File: src/hdl/tbt_map.svh
/*
 Register offsets, field positions, reset values and timing counts of the
 10 Mbit/s twisted-pair port. Assumes a 50 MHz register/port clock.
*/
`ifndef TBT_MAP_SVH
`define TBT_MAP_SVH

`define TBT_CLK_MHZ 50

// Register indices and byte addresses
`define TBT_ADDR_MODE 8'h00
`define TBT_ADDR_STAT 8'h04
`define TBT_IDX_POLSTAT 28
`define TBT_IDX_SQCTRL 30
`define TBT_ADDR_POLSTAT (`TBT_IDX_POLSTAT * 4)
`define TBT_ADDR_SQCTRL (`TBT_IDX_SQCTRL * 4)

// Field positions
`define TBT_MODE_FDX 0
`define TBT_MODE_RPT 1
`define TBT_STAT_LINK 0
`define TBT_STAT_CRS 1
`define TBT_STAT_COL 2
`define TBT_STAT_JAB 3
`define TBT_POL_INV 6
`define TBT_SQ_EXT 4
`define TBT_SQ_APD_DIS 3

// Reset values
`define TBT_MODE_RST 2'h0
`define TBT_SQCTRL_RST 1'b0

// Times as printed, and cycle counts derived from them
`define TBT_T_OPP_NS 150
`define TBT_OPP_CYC ((`TBT_T_OPP_NS * `TBT_CLK_MHZ) / 1000)
`define TBT_T_QUIET_NS 200
`define TBT_QUIET_CYC ((`TBT_T_QUIET_NS * `TBT_CLK_MHZ) / 1000)
`define TBT_T_EOF_NS 150
`define TBT_EOF_CYC ((`TBT_T_EOF_NS * `TBT_CLK_MHZ) / 1000)
`define TBT_T_MID_NS 75
`define TBT_MID_CYC ((`TBT_T_MID_NS * `TBT_CLK_MHZ + 999) / 1000)
`define TBT_T_BIT_NS 100
`define TBT_BIT_CYC ((`TBT_T_BIT_NS * `TBT_CLK_MHZ) / 1000)
`define TBT_T_LPW_NS 100
`define TBT_LPW_CYC ((`TBT_T_LPW_NS * `TBT_CLK_MHZ) / 1000)
`define TBT_LP_PERIOD_US 16000
`define TBT_LINK_LOSS_US 100000
`define TBT_JABBER_US 20000

// Polarity decision counts
`define TBT_LP_INV_N 7
`define TBT_PKT_INV_N 3

`endif

File: src/hdl/tbt_pkg.sv
/*
 Types of the 10 Mbit/s twisted-pair port: state enumerations, line and
 MAC-side carriers, and the packed state record of the port.
 Assumes the constants of tbt_map.svh.
*/
package tbt_pkg;

   typedef enum logic [1:0] {SQ_IDLE, SQ_OPP, SQ_ORIG, SQ_VALID} tbt_sq_t;
   typedef enum logic [1:0] {TX_IDLE, TX_DATA, TX_ETD} tbt_tx_t;

   typedef struct packed {
      logic pos;
      logic neg;
   } tbt_rx_line_t;

   typedef struct packed {
      logic level;
      logic drive;
   } tbt_tx_line_t;

   typedef struct packed {
      logic crs;
      logic rx_dv;
      logic rx_bit;
      logic rx_bit_vld;
      logic col;
   } tbt_mac_rx_t;

   typedef struct packed {
      logic pos_m;
      logic pos_s;
      logic neg_m;
      logic neg_s;
      tbt_sq_t sq_st;
      logic [3:0] sq_cnt;
      logic first_neg;
      logic last_neg;
      logic lvl;
      logic [3:0] mid_cnt;
      logic dec_seen;
      logic pol_inv;
      logic [2:0] lp_inv_cnt;
      logic [1:0] pk_inv_cnt;
      logic link_ok;
      logic [31:0] loss_cnt;
      tbt_tx_t tx_st;
      logic [2:0] div;
      logic tx_bit;
      logic tx_take;
      logic [31:0] jab_cnt;
      logic jabber;
      logic [31:0] lp_cnt;
      logic [2:0] lp_w;
      tbt_tx_line_t tx;
      tbt_mac_rx_t mac;
      logic sq_reduced;
      logic [1:0] mode;
      logic ext_sq;
      logic apd_dis;
      logic [31:0] prdata;
      logic pslverr;
   } tbt_state_t;

endpackage

File: src/hdl/tbt_port.sv
/*
 One 10 Mbit/s twisted-pair port: Manchester transmit with end-of-frame
 delimiter, smart squelch, receive decoding, carrier sense and collision,
 link pulses and link loss, automatic polarity correction, APB registers.
 Assumes squelch comparator outputs from the analog receiver on the line
 side and MAC transmit signals from logic on pclk.
*/
// Design decisions made here: the APB register port and the address map.
`timescale 1ns/10ps
`include "tbt_map.svh"

module tbt_port #(
   parameter int unsigned LP_PERIOD_CYC = `TBT_LP_PERIOD_US * `TBT_CLK_MHZ,
   parameter int unsigned LINK_LOSS_CYC = `TBT_LINK_LOSS_US * `TBT_CLK_MHZ,
   parameter int unsigned JABBER_CYC = `TBT_JABBER_US * `TBT_CLK_MHZ
) (
   input wire logic pclk,
   input wire logic presetn,
   input wire logic psel,
   input wire logic penable,
   input wire logic pwrite,
   input wire logic [7:0] paddr,
   input wire logic [31:0] pwdata,
   output logic [31:0] prdata,
   output logic pready,
   output logic pslverr,
   input wire tbt_pkg::tbt_rx_line_t twisted_pair_rx_input,
   output tbt_pkg::tbt_tx_line_t tx_line,
   output logic sq_reduced,
   output logic sq_extended,
   input wire logic tx_en,
   input wire logic tx_data,
   output logic tx_take,
   output tbt_pkg::tbt_mac_rx_t mac_rx,
   output logic link_ok,
   output logic pol_inverted
);

   generate
      if (LP_PERIOD_CYC < 2 || LINK_LOSS_CYC < 2 || JABBER_CYC < 2) begin
         $error("tbt_port: counts must be at least 2");
      end
   endgenerate

   tbt_pkg::tbt_state_t st_ff;
   tbt_pkg::tbt_state_t nxt_st;

   always_comb begin
      logic p;
      logic q;
      logic inv;
      logic lp_norm;
      logic lp_inv;
      logic eop;
      logic pkt_start;
      logic rx_car;
      logic cell_start;
      logic tx_go;
      logic tx_act;
      logic fdx;
      logic rpt;
      p = 1'b0;
      q = 1'b0;
      inv = 1'b0;
      lp_norm = 1'b0;
      lp_inv = 1'b0;
      eop = 1'b0;
      pkt_start = 1'b0;
      rx_car = 1'b0;
      cell_start = 1'b0;
      tx_go = 1'b0;
      tx_act = 1'b0;
      fdx = st_ff.mode[`TBT_MODE_FDX];
      rpt = st_ff.mode[`TBT_MODE_RPT];
      nxt_st = st_ff;

      // Comparator levels into pclk
      nxt_st.pos_m = twisted_pair_rx_input.pos;
      nxt_st.pos_s = st_ff.pos_m;
      nxt_st.neg_m = twisted_pair_rx_input.neg;
      nxt_st.neg_s = st_ff.neg_m;

      // Polarity-corrected crossings
      inv = st_ff.pol_inv & ~st_ff.apd_dis;
      p = inv ? st_ff.neg_s : st_ff.pos_s;
      q = inv ? st_ff.pos_s : st_ff.neg_s;
      if (p & ~q) begin
         nxt_st.last_neg = 1'b0;
      end else if (q & ~p) begin
         nxt_st.last_neg = 1'b1;
      end

      // Smart squelch
      nxt_st.sq_cnt = 4'(st_ff.sq_cnt + 4'h1);
      case (st_ff.sq_st)
         tbt_pkg::SQ_IDLE: begin
            nxt_st.sq_cnt = 4'h0;
            if (p | q) begin
               nxt_st.sq_st = tbt_pkg::SQ_OPP;
               nxt_st.first_neg = q & ~p;
            end
         end
         tbt_pkg::SQ_OPP: begin
            if (st_ff.first_neg ? p : q) begin
               nxt_st.sq_st = tbt_pkg::SQ_ORIG;
               nxt_st.sq_cnt = 4'h0;
            end else if (st_ff.sq_cnt == 4'(`TBT_OPP_CYC - 1)) begin
               // Lone pulse: a link pulse
               nxt_st.sq_st = tbt_pkg::SQ_IDLE;
               lp_norm = ~st_ff.first_neg;
               lp_inv = st_ff.first_neg;
            end
         end
         tbt_pkg::SQ_ORIG: begin
            if (st_ff.first_neg ? q : p) begin
               nxt_st.sq_st = tbt_pkg::SQ_VALID;
               nxt_st.sq_cnt = 4'h0;
               nxt_st.mid_cnt = 4'hF;
               nxt_st.dec_seen = 1'b0;
               nxt_st.lvl = ~st_ff.first_neg;
               pkt_start = 1'b1;
            end else if (st_ff.sq_cnt == 4'(`TBT_OPP_CYC - 1)) begin
               nxt_st.sq_st = tbt_pkg::SQ_IDLE;
            end
         end
         tbt_pkg::SQ_VALID: begin
            if (p | q) begin
               nxt_st.sq_cnt = 4'h0;
            end else if (st_ff.sq_cnt == 4'(`TBT_QUIET_CYC)) begin
               nxt_st.sq_st = tbt_pkg::SQ_IDLE;
               eop = 1'b1;
            end
         end
         default: begin
            nxt_st.sq_st = tbt_pkg::SQ_IDLE;
         end
      endcase
      // Link down: lone pulses still timed, packets refused
      if (~st_ff.link_ok && nxt_st.sq_st != tbt_pkg::SQ_OPP) begin
         nxt_st.sq_st = tbt_pkg::SQ_IDLE;
      end
      nxt_st.sq_reduced = nxt_st.sq_st == tbt_pkg::SQ_VALID;

      // Manchester decoder: mid-bit edges are at least 3/4 cell apart
      nxt_st.mac.rx_bit_vld = 1'b0;
      if (st_ff.sq_st == tbt_pkg::SQ_VALID) begin
         if (p & ~q) begin
            nxt_st.lvl = 1'b1;
         end else if (q & ~p) begin
            nxt_st.lvl = 1'b0;
         end
         if (st_ff.mid_cnt != 4'hF) begin
            nxt_st.mid_cnt = 4'(st_ff.mid_cnt + 4'h1);
         end
         if (nxt_st.lvl != st_ff.lvl &&
             st_ff.mid_cnt >= 4'(`TBT_MID_CYC)) begin
            nxt_st.mac.rx_bit = nxt_st.lvl;
            nxt_st.mac.rx_bit_vld = st_ff.link_ok;
            nxt_st.mid_cnt = 4'h0;
            nxt_st.dec_seen = 1'b1;
         end
      end
      rx_car = st_ff.sq_st == tbt_pkg::SQ_VALID &&
               !(st_ff.dec_seen && st_ff.mid_cnt >= 4'(`TBT_EOF_CYC));

      // Automatic polarity
      if (st_ff.apd_dis) begin
         nxt_st.pol_inv = 1'b0;
         nxt_st.lp_inv_cnt = 3'h0;
         nxt_st.pk_inv_cnt = 2'h0;
      end else begin
         if (lp_norm) begin
            nxt_st.lp_inv_cnt = 3'h0;
         end else if (lp_inv) begin
            if (st_ff.lp_inv_cnt == 3'(`TBT_LP_INV_N - 1)) begin
               nxt_st.pol_inv = ~st_ff.pol_inv;
               nxt_st.lp_inv_cnt = 3'h0;
               nxt_st.pk_inv_cnt = 2'h0;
            end else begin
               nxt_st.lp_inv_cnt = 3'(st_ff.lp_inv_cnt + 3'h1);
            end
         end
         if (eop) begin
            if (!st_ff.last_neg) begin
               nxt_st.pk_inv_cnt = 2'h0;
            end else if (st_ff.pk_inv_cnt == 2'(`TBT_PKT_INV_N - 1)) begin
               nxt_st.pol_inv = ~st_ff.pol_inv;
               nxt_st.pk_inv_cnt = 2'h0;
               nxt_st.lp_inv_cnt = 3'h0;
            end else begin
               nxt_st.pk_inv_cnt = 2'(st_ff.pk_inv_cnt + 2'h1);
            end
         end
      end

      // Link integrity
      if (lp_norm | lp_inv | pkt_start) begin
         nxt_st.link_ok = 1'b1;
         nxt_st.loss_cnt = 32'h0;
      end else if (st_ff.link_ok) begin
         if (st_ff.loss_cnt == 32'(LINK_LOSS_CYC - 1)) begin
            nxt_st.link_ok = 1'b0;
         end else begin
            nxt_st.loss_cnt = st_ff.loss_cnt + 32'h1;
         end
      end
      // Pulses arriving while down still bring the link up
      if (~st_ff.link_ok && st_ff.sq_st == tbt_pkg::SQ_OPP &&
          st_ff.sq_cnt == 4'(`TBT_OPP_CYC - 1)) begin
         nxt_st.link_ok = 1'b1;
         nxt_st.loss_cnt = 32'h0;
      end

      // Bit-cell divider
      cell_start = st_ff.div == 3'(`TBT_BIT_CYC - 1);
      nxt_st.div = cell_start ? 3'h0 : 3'(st_ff.div + 3'h1);

      // Transmit sequencing
      tx_go = tx_en & st_ff.link_ok & ~st_ff.jabber;
      nxt_st.tx_take = 1'b0;
      case (st_ff.tx_st)
         tbt_pkg::TX_IDLE: begin
            if (cell_start & tx_go) begin
               nxt_st.tx_st = tbt_pkg::TX_DATA;
               nxt_st.tx_bit = tx_data;
               nxt_st.tx_take = 1'b1;
            end
         end
         tbt_pkg::TX_DATA: begin
            if (cell_start) begin
               if (tx_go) begin
                  nxt_st.tx_bit = tx_data;
                  nxt_st.tx_take = 1'b1;
               end else begin
                  nxt_st.tx_st = tbt_pkg::TX_ETD;
               end
            end
         end
         tbt_pkg::TX_ETD: begin
            if (cell_start) begin
               nxt_st.tx_st = tbt_pkg::TX_IDLE;
            end
         end
         default: begin
            nxt_st.tx_st = tbt_pkg::TX_IDLE;
         end
      endcase

      // Jabber: transmission held over the limit
      if (!tx_en) begin
         nxt_st.jab_cnt = 32'h0;
         nxt_st.jabber = 1'b0;
      end else if (st_ff.tx_st == tbt_pkg::TX_DATA && !st_ff.jabber) begin
         if (st_ff.jab_cnt == 32'(JABBER_CYC - 1)) begin
            nxt_st.jabber = 1'b1;
         end else begin
            nxt_st.jab_cnt = st_ff.jab_cnt + 32'h1;
         end
      end

      // Link pulses while nothing to send
      if (st_ff.lp_w != 3'h0) begin
         nxt_st.lp_w = 3'(st_ff.lp_w - 3'h1);
      end
      if (st_ff.tx_st == tbt_pkg::TX_IDLE && !tx_en) begin
         if (st_ff.lp_cnt == 32'(LP_PERIOD_CYC - 1)) begin
            nxt_st.lp_cnt = 32'h0;
            nxt_st.lp_w = 3'(`TBT_LPW_CYC);
         end else begin
            nxt_st.lp_cnt = st_ff.lp_cnt + 32'h1;
         end
      end else begin
         nxt_st.lp_cnt = 32'h0;
      end

      // Line drive
      case (nxt_st.tx_st)
         tbt_pkg::TX_DATA: begin
            // First three cycles inverted bit, last two cycles true bit
            nxt_st.tx.level = (nxt_st.div < 3'h3) ? ~nxt_st.tx_bit :
                              nxt_st.tx_bit;
            nxt_st.tx.drive = 1'b1;
         end
         tbt_pkg::TX_ETD: begin
            // Idle high: after a 0 the edge rises on the boundary
            nxt_st.tx.level = 1'b1;
            nxt_st.tx.drive = 1'b1;
         end
         default: begin
            nxt_st.tx.level = nxt_st.lp_w != 3'h0;
            nxt_st.tx.drive = nxt_st.lp_w != 3'h0;
         end
      endcase

      // Carrier sense and collision
      tx_act = st_ff.tx_st != tbt_pkg::TX_IDLE;
      nxt_st.mac.crs = st_ff.link_ok &
         (rx_car | (~fdx & ~rpt & tx_act));
      nxt_st.mac.rx_dv = st_ff.link_ok & rx_car;
      // Driven out on mac_rx.col and read back in the status register
      nxt_st.mac.col = st_ff.link_ok & ~fdx &
         ((tx_act & rx_car) | st_ff.jabber);

      // APB: read data and error captured in the setup cycle
      if (psel & ~penable) begin
         nxt_st.pslverr = 1'b0;
         if (paddr == `TBT_ADDR_MODE) begin
            nxt_st.prdata = {30'h0, st_ff.mode};
         end else if (paddr == `TBT_ADDR_STAT) begin
            nxt_st.prdata = {28'h0, st_ff.jabber, st_ff.mac.col,
                             st_ff.mac.crs, st_ff.link_ok};
         end else if (paddr == 8'(`TBT_ADDR_POLSTAT)) begin
            nxt_st.prdata = 32'h0;
            nxt_st.prdata[`TBT_POL_INV] = st_ff.pol_inv;
         end else if (paddr == 8'(`TBT_ADDR_SQCTRL)) begin
            nxt_st.prdata = 32'h0;
            nxt_st.prdata[`TBT_SQ_EXT] = st_ff.ext_sq;
            nxt_st.prdata[`TBT_SQ_APD_DIS] = st_ff.apd_dis;
         end else begin
            nxt_st.prdata = 32'h0;
            nxt_st.pslverr = 1'b1;
         end
      end
      if (psel & penable & pwrite) begin
         if (paddr == `TBT_ADDR_MODE) begin
            nxt_st.mode = pwdata[1:0];
         end else if (paddr == 8'(`TBT_ADDR_SQCTRL)) begin
            nxt_st.ext_sq = pwdata[`TBT_SQ_EXT];
            nxt_st.apd_dis = pwdata[`TBT_SQ_APD_DIS];
         end
      end
   end

   always_ff @(posedge pclk or negedge presetn) begin
      if (!presetn) begin
         st_ff <= '0;
         st_ff.sq_st <= tbt_pkg::SQ_IDLE;
         st_ff.tx_st <= tbt_pkg::TX_IDLE;
         st_ff.mode <= `TBT_MODE_RST;
         st_ff.ext_sq <= `TBT_SQCTRL_RST;
         st_ff.apd_dis <= `TBT_SQCTRL_RST;
      end else begin
         st_ff <= nxt_st;
      end
   end

   assign prdata = st_ff.prdata;
   assign pready = 1'b1;
   assign pslverr = st_ff.pslverr;
   assign tx_line = st_ff.tx;
   assign sq_reduced = st_ff.sq_reduced;
   assign sq_extended = st_ff.ext_sq;
   assign tx_take = st_ff.tx_take;
   assign mac_rx = st_ff.mac;
   assign link_ok = st_ff.link_ok;
   assign pol_inverted = st_ff.pol_inv;

endmodule

File: config.mk
export PLATFORM = sky130hd
export DESIGN_NAME = tbt_port
export DESIGN_NICKNAME = d
export VERILOG_FILES = /design/src/hdl/tbt_pkg.sv /design/src/hdl/tbt_port.sv
export VERILOG_INCLUDE_DIRS = /design/src /design/src/hdl
export SDC_FILE = /design/constraint.sdc
export NUM_CORES = 1
export LEC_CHECK = 0
export ABC_AREA = 1
export BUFFER_PORTS_ARGS = -buffer_cell sky130_fd_sc_hd__buf_4
export CORE_MARGIN = 3
export CORE_UTILIZATION = 51
export CTS_CLUSTER_SIZE = 10
export DETAILED_ROUTE_END_ITERATION = 10
export HOLD_SLACK_MARGIN = 0.12
export PLACE_DENSITY = 0.71
export SYNTH_ARGS = -nofsm -noshare
export SYNTH_HDL_FRONTEND = slang
export SYNTH_SLANG_ARGS = --single-unit
File: constraint.sdc
create_clock -name pclk -period 2.55 [get_ports pclk]
set_clock_uncertainty 0.05 [all_clocks]
set_input_delay 0.6375 -clock pclk [delete_from_list [all_inputs] [get_ports pclk]]
set_output_delay 0.6375 -clock pclk [all_outputs]
set_load 0.1 [all_outputs]
==> impl_metrics.json <==
{
  "p_leak_nw": 4.59,
  "irDropWorstVdd_uv": 460,
  "fp-row-count": 48,
  "dr.pass1.iters": 7,
  "use_met3_pct": 4.20,
  "drcViolationCount": 0,
  "grt-ovfl-total": 0,
  "met1_usage_pct": 30.5,
  "synth_cell_types": 46,
  "cts_buffers": 17,
  "setup_violations": 0,
  "wl_per_cell_um": 14.0,
  "synth_warnings": 0,
  "worstSetupPathType": "reg2reg",
  "rsz0062_at_grt": "false",
  "core-area_um2": 17500,
  "p_per_area_nw_per_um2": 563,
  "setup_tns_ns": 0,
  "cts.clk_slew.worst_paths_ns": 0.07,
  "cts_root_buffer": "clkbuf_16",
  "synth-edff-count": 0,
  "start_util_pct": 52.8,
  "gp_congestion": 0.908,
  "cp.arrival_ns": 2.49,
  "grt-busiest-layer": "met2",
  "ios": 95,
  "antenna_found_initial": 0,
  "syn_area_um2": 9230,
  "postRouteAntennaNets": 0,
  "r2r_cells": 11,
  "final_max_slew_viol_count": 0,
  "finalCritPeriodShare_pct": 87.1,
  "drt-total-wl_mm": 21.1,
  "async_flop_share_pct": 100,
  "clockBufferDepth": 2,
  "routed_via_density": 5.34,
  "met2_usage_pct": 36.0,
  "register_area_um2": 3780,
  "status": "complete, no violations",
  "timing.hold.ws_ns": 0.132,
  "first_iter_violations": 597,
  "antenna_cells": 0,
  "cp-end-kind": "register",
  "maxSlewHeadroom_pct": 53.0,
  "synth_seq_area_share_pct": 40.9,
  "clk-insertion-delay-late_ns": 0.42,
  "multi_input_area_um2": 4480,
  "avgSynthCellArea_um2": 7.53,
  "io_buffers": 39,
  "p_total_w": 0.00577,
  "fillers": 1597,
  "track_usage_pct": 22.0,
  "htreeDepth": 4,
  "ctsResizeCount": 0,
  "cp-start-kind": "register",
  "vias": 8021,
  "grt_pass1_vias": 7608,
  "hold_viol_final": 0,
  "required_ns": 2.82,
  "die_area_um2": 19700,
  "design_area_um2": 10200,
  "grt_max_degree": 60,
  "cts_hold_buf": 0,
  "grt_pass1_wl_mm": 36.1,
  "timing.fmax_ghz": 0.450,
  "syn_to_final_growth_pct": 11.0,
  "drive_above_1_share_pct": 11.0,
  "place_hpwl_mm": 15.7,
  "utilization_pct": 58.6,
  "die_w_um": 141,
  "ys.flop_type": "dfrtp_1",
  "place_area_um2": 9640,
  "final_nets": 1328,
  "hold_path_class": "in2async",
  "cts_tree": "built",
  "die_h_um": 141,
  "clock-sinks": 151,
  "fin_crit_ns": 2.22,
  "drv_cap": 0,
  "syn_inst": 1225,
  "worst_slew_pin_slew_ns": 0.700,
  "crit_fanout": 18,
  "post_cts_buffers": 0,
  "synth-seq-cells": 151
}
[synth_stat cells, types with 9 or more instances]
| master | number | area [um2] |
|---|---|---|
| inv_1 | 161 | 604 |
| xnor2_1 | 9 | 78.8 |
| o21ai_0 | 47 | 235 |
| nand3_1 | 76 | 380 |
| o21ai_2 | 23 | 201 |
| nand4_1 | 55 | 344 |
| o31ai_1 | 18 | 135 |
| a21oi_1 | 26 | 130 |
| ha_1 | 15 | 188 |
| nand2_1 | 254 | 953 |
| clkbuf_1 | 10 | 37.5 |
| nor2_1 | 144 | 541 |
| xor2_1 | 43 | 377 |
| nor4_1 | 16 | 100 |
| dfrtp_1 | 151 | 3780 |
| nor3_1 | 64 | 320 |
| buf_4 | 45 | 338 |
[worst max-delay path: stages (launching register included)]
cell,delay (ns)
dfrtp_1,0.43
ha_1,0.26
nand3_1,0.21
inv_1,0.16
nand4_1,0.10
nor3_1,0.17
nand3_1,0.11
nand2_2,0.12
nand2_4,0.15
buf_12,0.21
nand2_1,0.08
o21ai_2,0.05
[per-layer routing]
metal  share of wire [%]  up-vias
li1                    -     4028
met5                   0        -
met2                  47      208
met1                  47     3780
met3                 5.3        5
met4                0.43        0
[cells in the final DEF, fill, tap and decap left out, types with 18 or more instances in the layout]
cell	Yosys	final
a21oi_1	26	26
buf_4	45	53
conb_1	2	27
dfrtp_1	151	150
inv_1	161	161
nand2_1	254	254
nand3_1	76	76
nand4_1	55	55
nor2_1	144	144
nor3_1	64	64
o21ai_0	47	47
o21ai_2	23	23
o31ai_1	18	18
xor2_1	43	43
[cell families after synthesis]
group | share of synthesized area (%)
simple gates | 31.2
mux | 0.244
compound gates | 8.99
fa+ha+maj | 2.03
buf+inv | 11.6
other cells | 0.0814
flops | 40.9
xor+xnor | 4.93
[worst paths after layout]
kind,from,end,slack (ns)
worst max-delay path,st_ff[120]$_DFFE_PN0P_,st_ff[134]$_DFFE_PN0P_,0.33
worst min-delay path,presetn,st_ff[155]$_DFF_PN0_,0.13
worst max register to register,st_ff[120]$_DFFE_PN0P_,st_ff[134]$_DFFE_PN0P_,0.33
worst min register to register,nxt_st[173]$_DFF_PN0_,st_ff[173]$_DFF_PN0_,0.30
max in group asynchronous,presetn,st_ff[132]$_DFFE_PN0P_,1.65
min in group pclk,twisted_pair_rx_input[1],nxt_st[175]$_DFF_PN0_,0.27
[through the flow]
| step | setup WS [ns] | std cells |
|---|---|---|
| 2_1_floorplan | 0.154 | 1250 |
| 4_1_cts | 0.351 | 1502 |
| 6_report | 0.330 | 1502 |
| 3_3_place_gp | 0.321 | 1470 |
| 3_5_place_dp | 0.284 | 1470 |
| 5_1_grt | 0.126 | 1502 |
[flip-flops by register name, indices dropped and copies added, names as in the netlist]
name / flops
sq_extended: 1
pol_inverted: 1
mac_rx: 5
pslverr: 1
tx_take: 1
tx_line: 2
sq_reduced: 1
st_ff: 130
prdata: 6
link_ok: 1
nxt_st: 2
[layout make-up]
cell class / instances / share of cell area [%]
multi-input combinational: 867 / 43.7
timing repair buffer: 57 / 4.58
sequential: 151 / 36.9
clock inverter: 13 / 1.43
clock buffer: 19 / 4.42
tap: 225 / 2.75
inverter: 170 / 6.23
[power by group]
group | switching (W) | leakage, nW | internal (W)
clock network | 0.00105 | 0.284 | 0.00150
logic | 0.000535 | 2.24 | 0.000151
registers | 0.0000649 | 2.07 | 0.00246
Power figures use the tool's default switching activity.
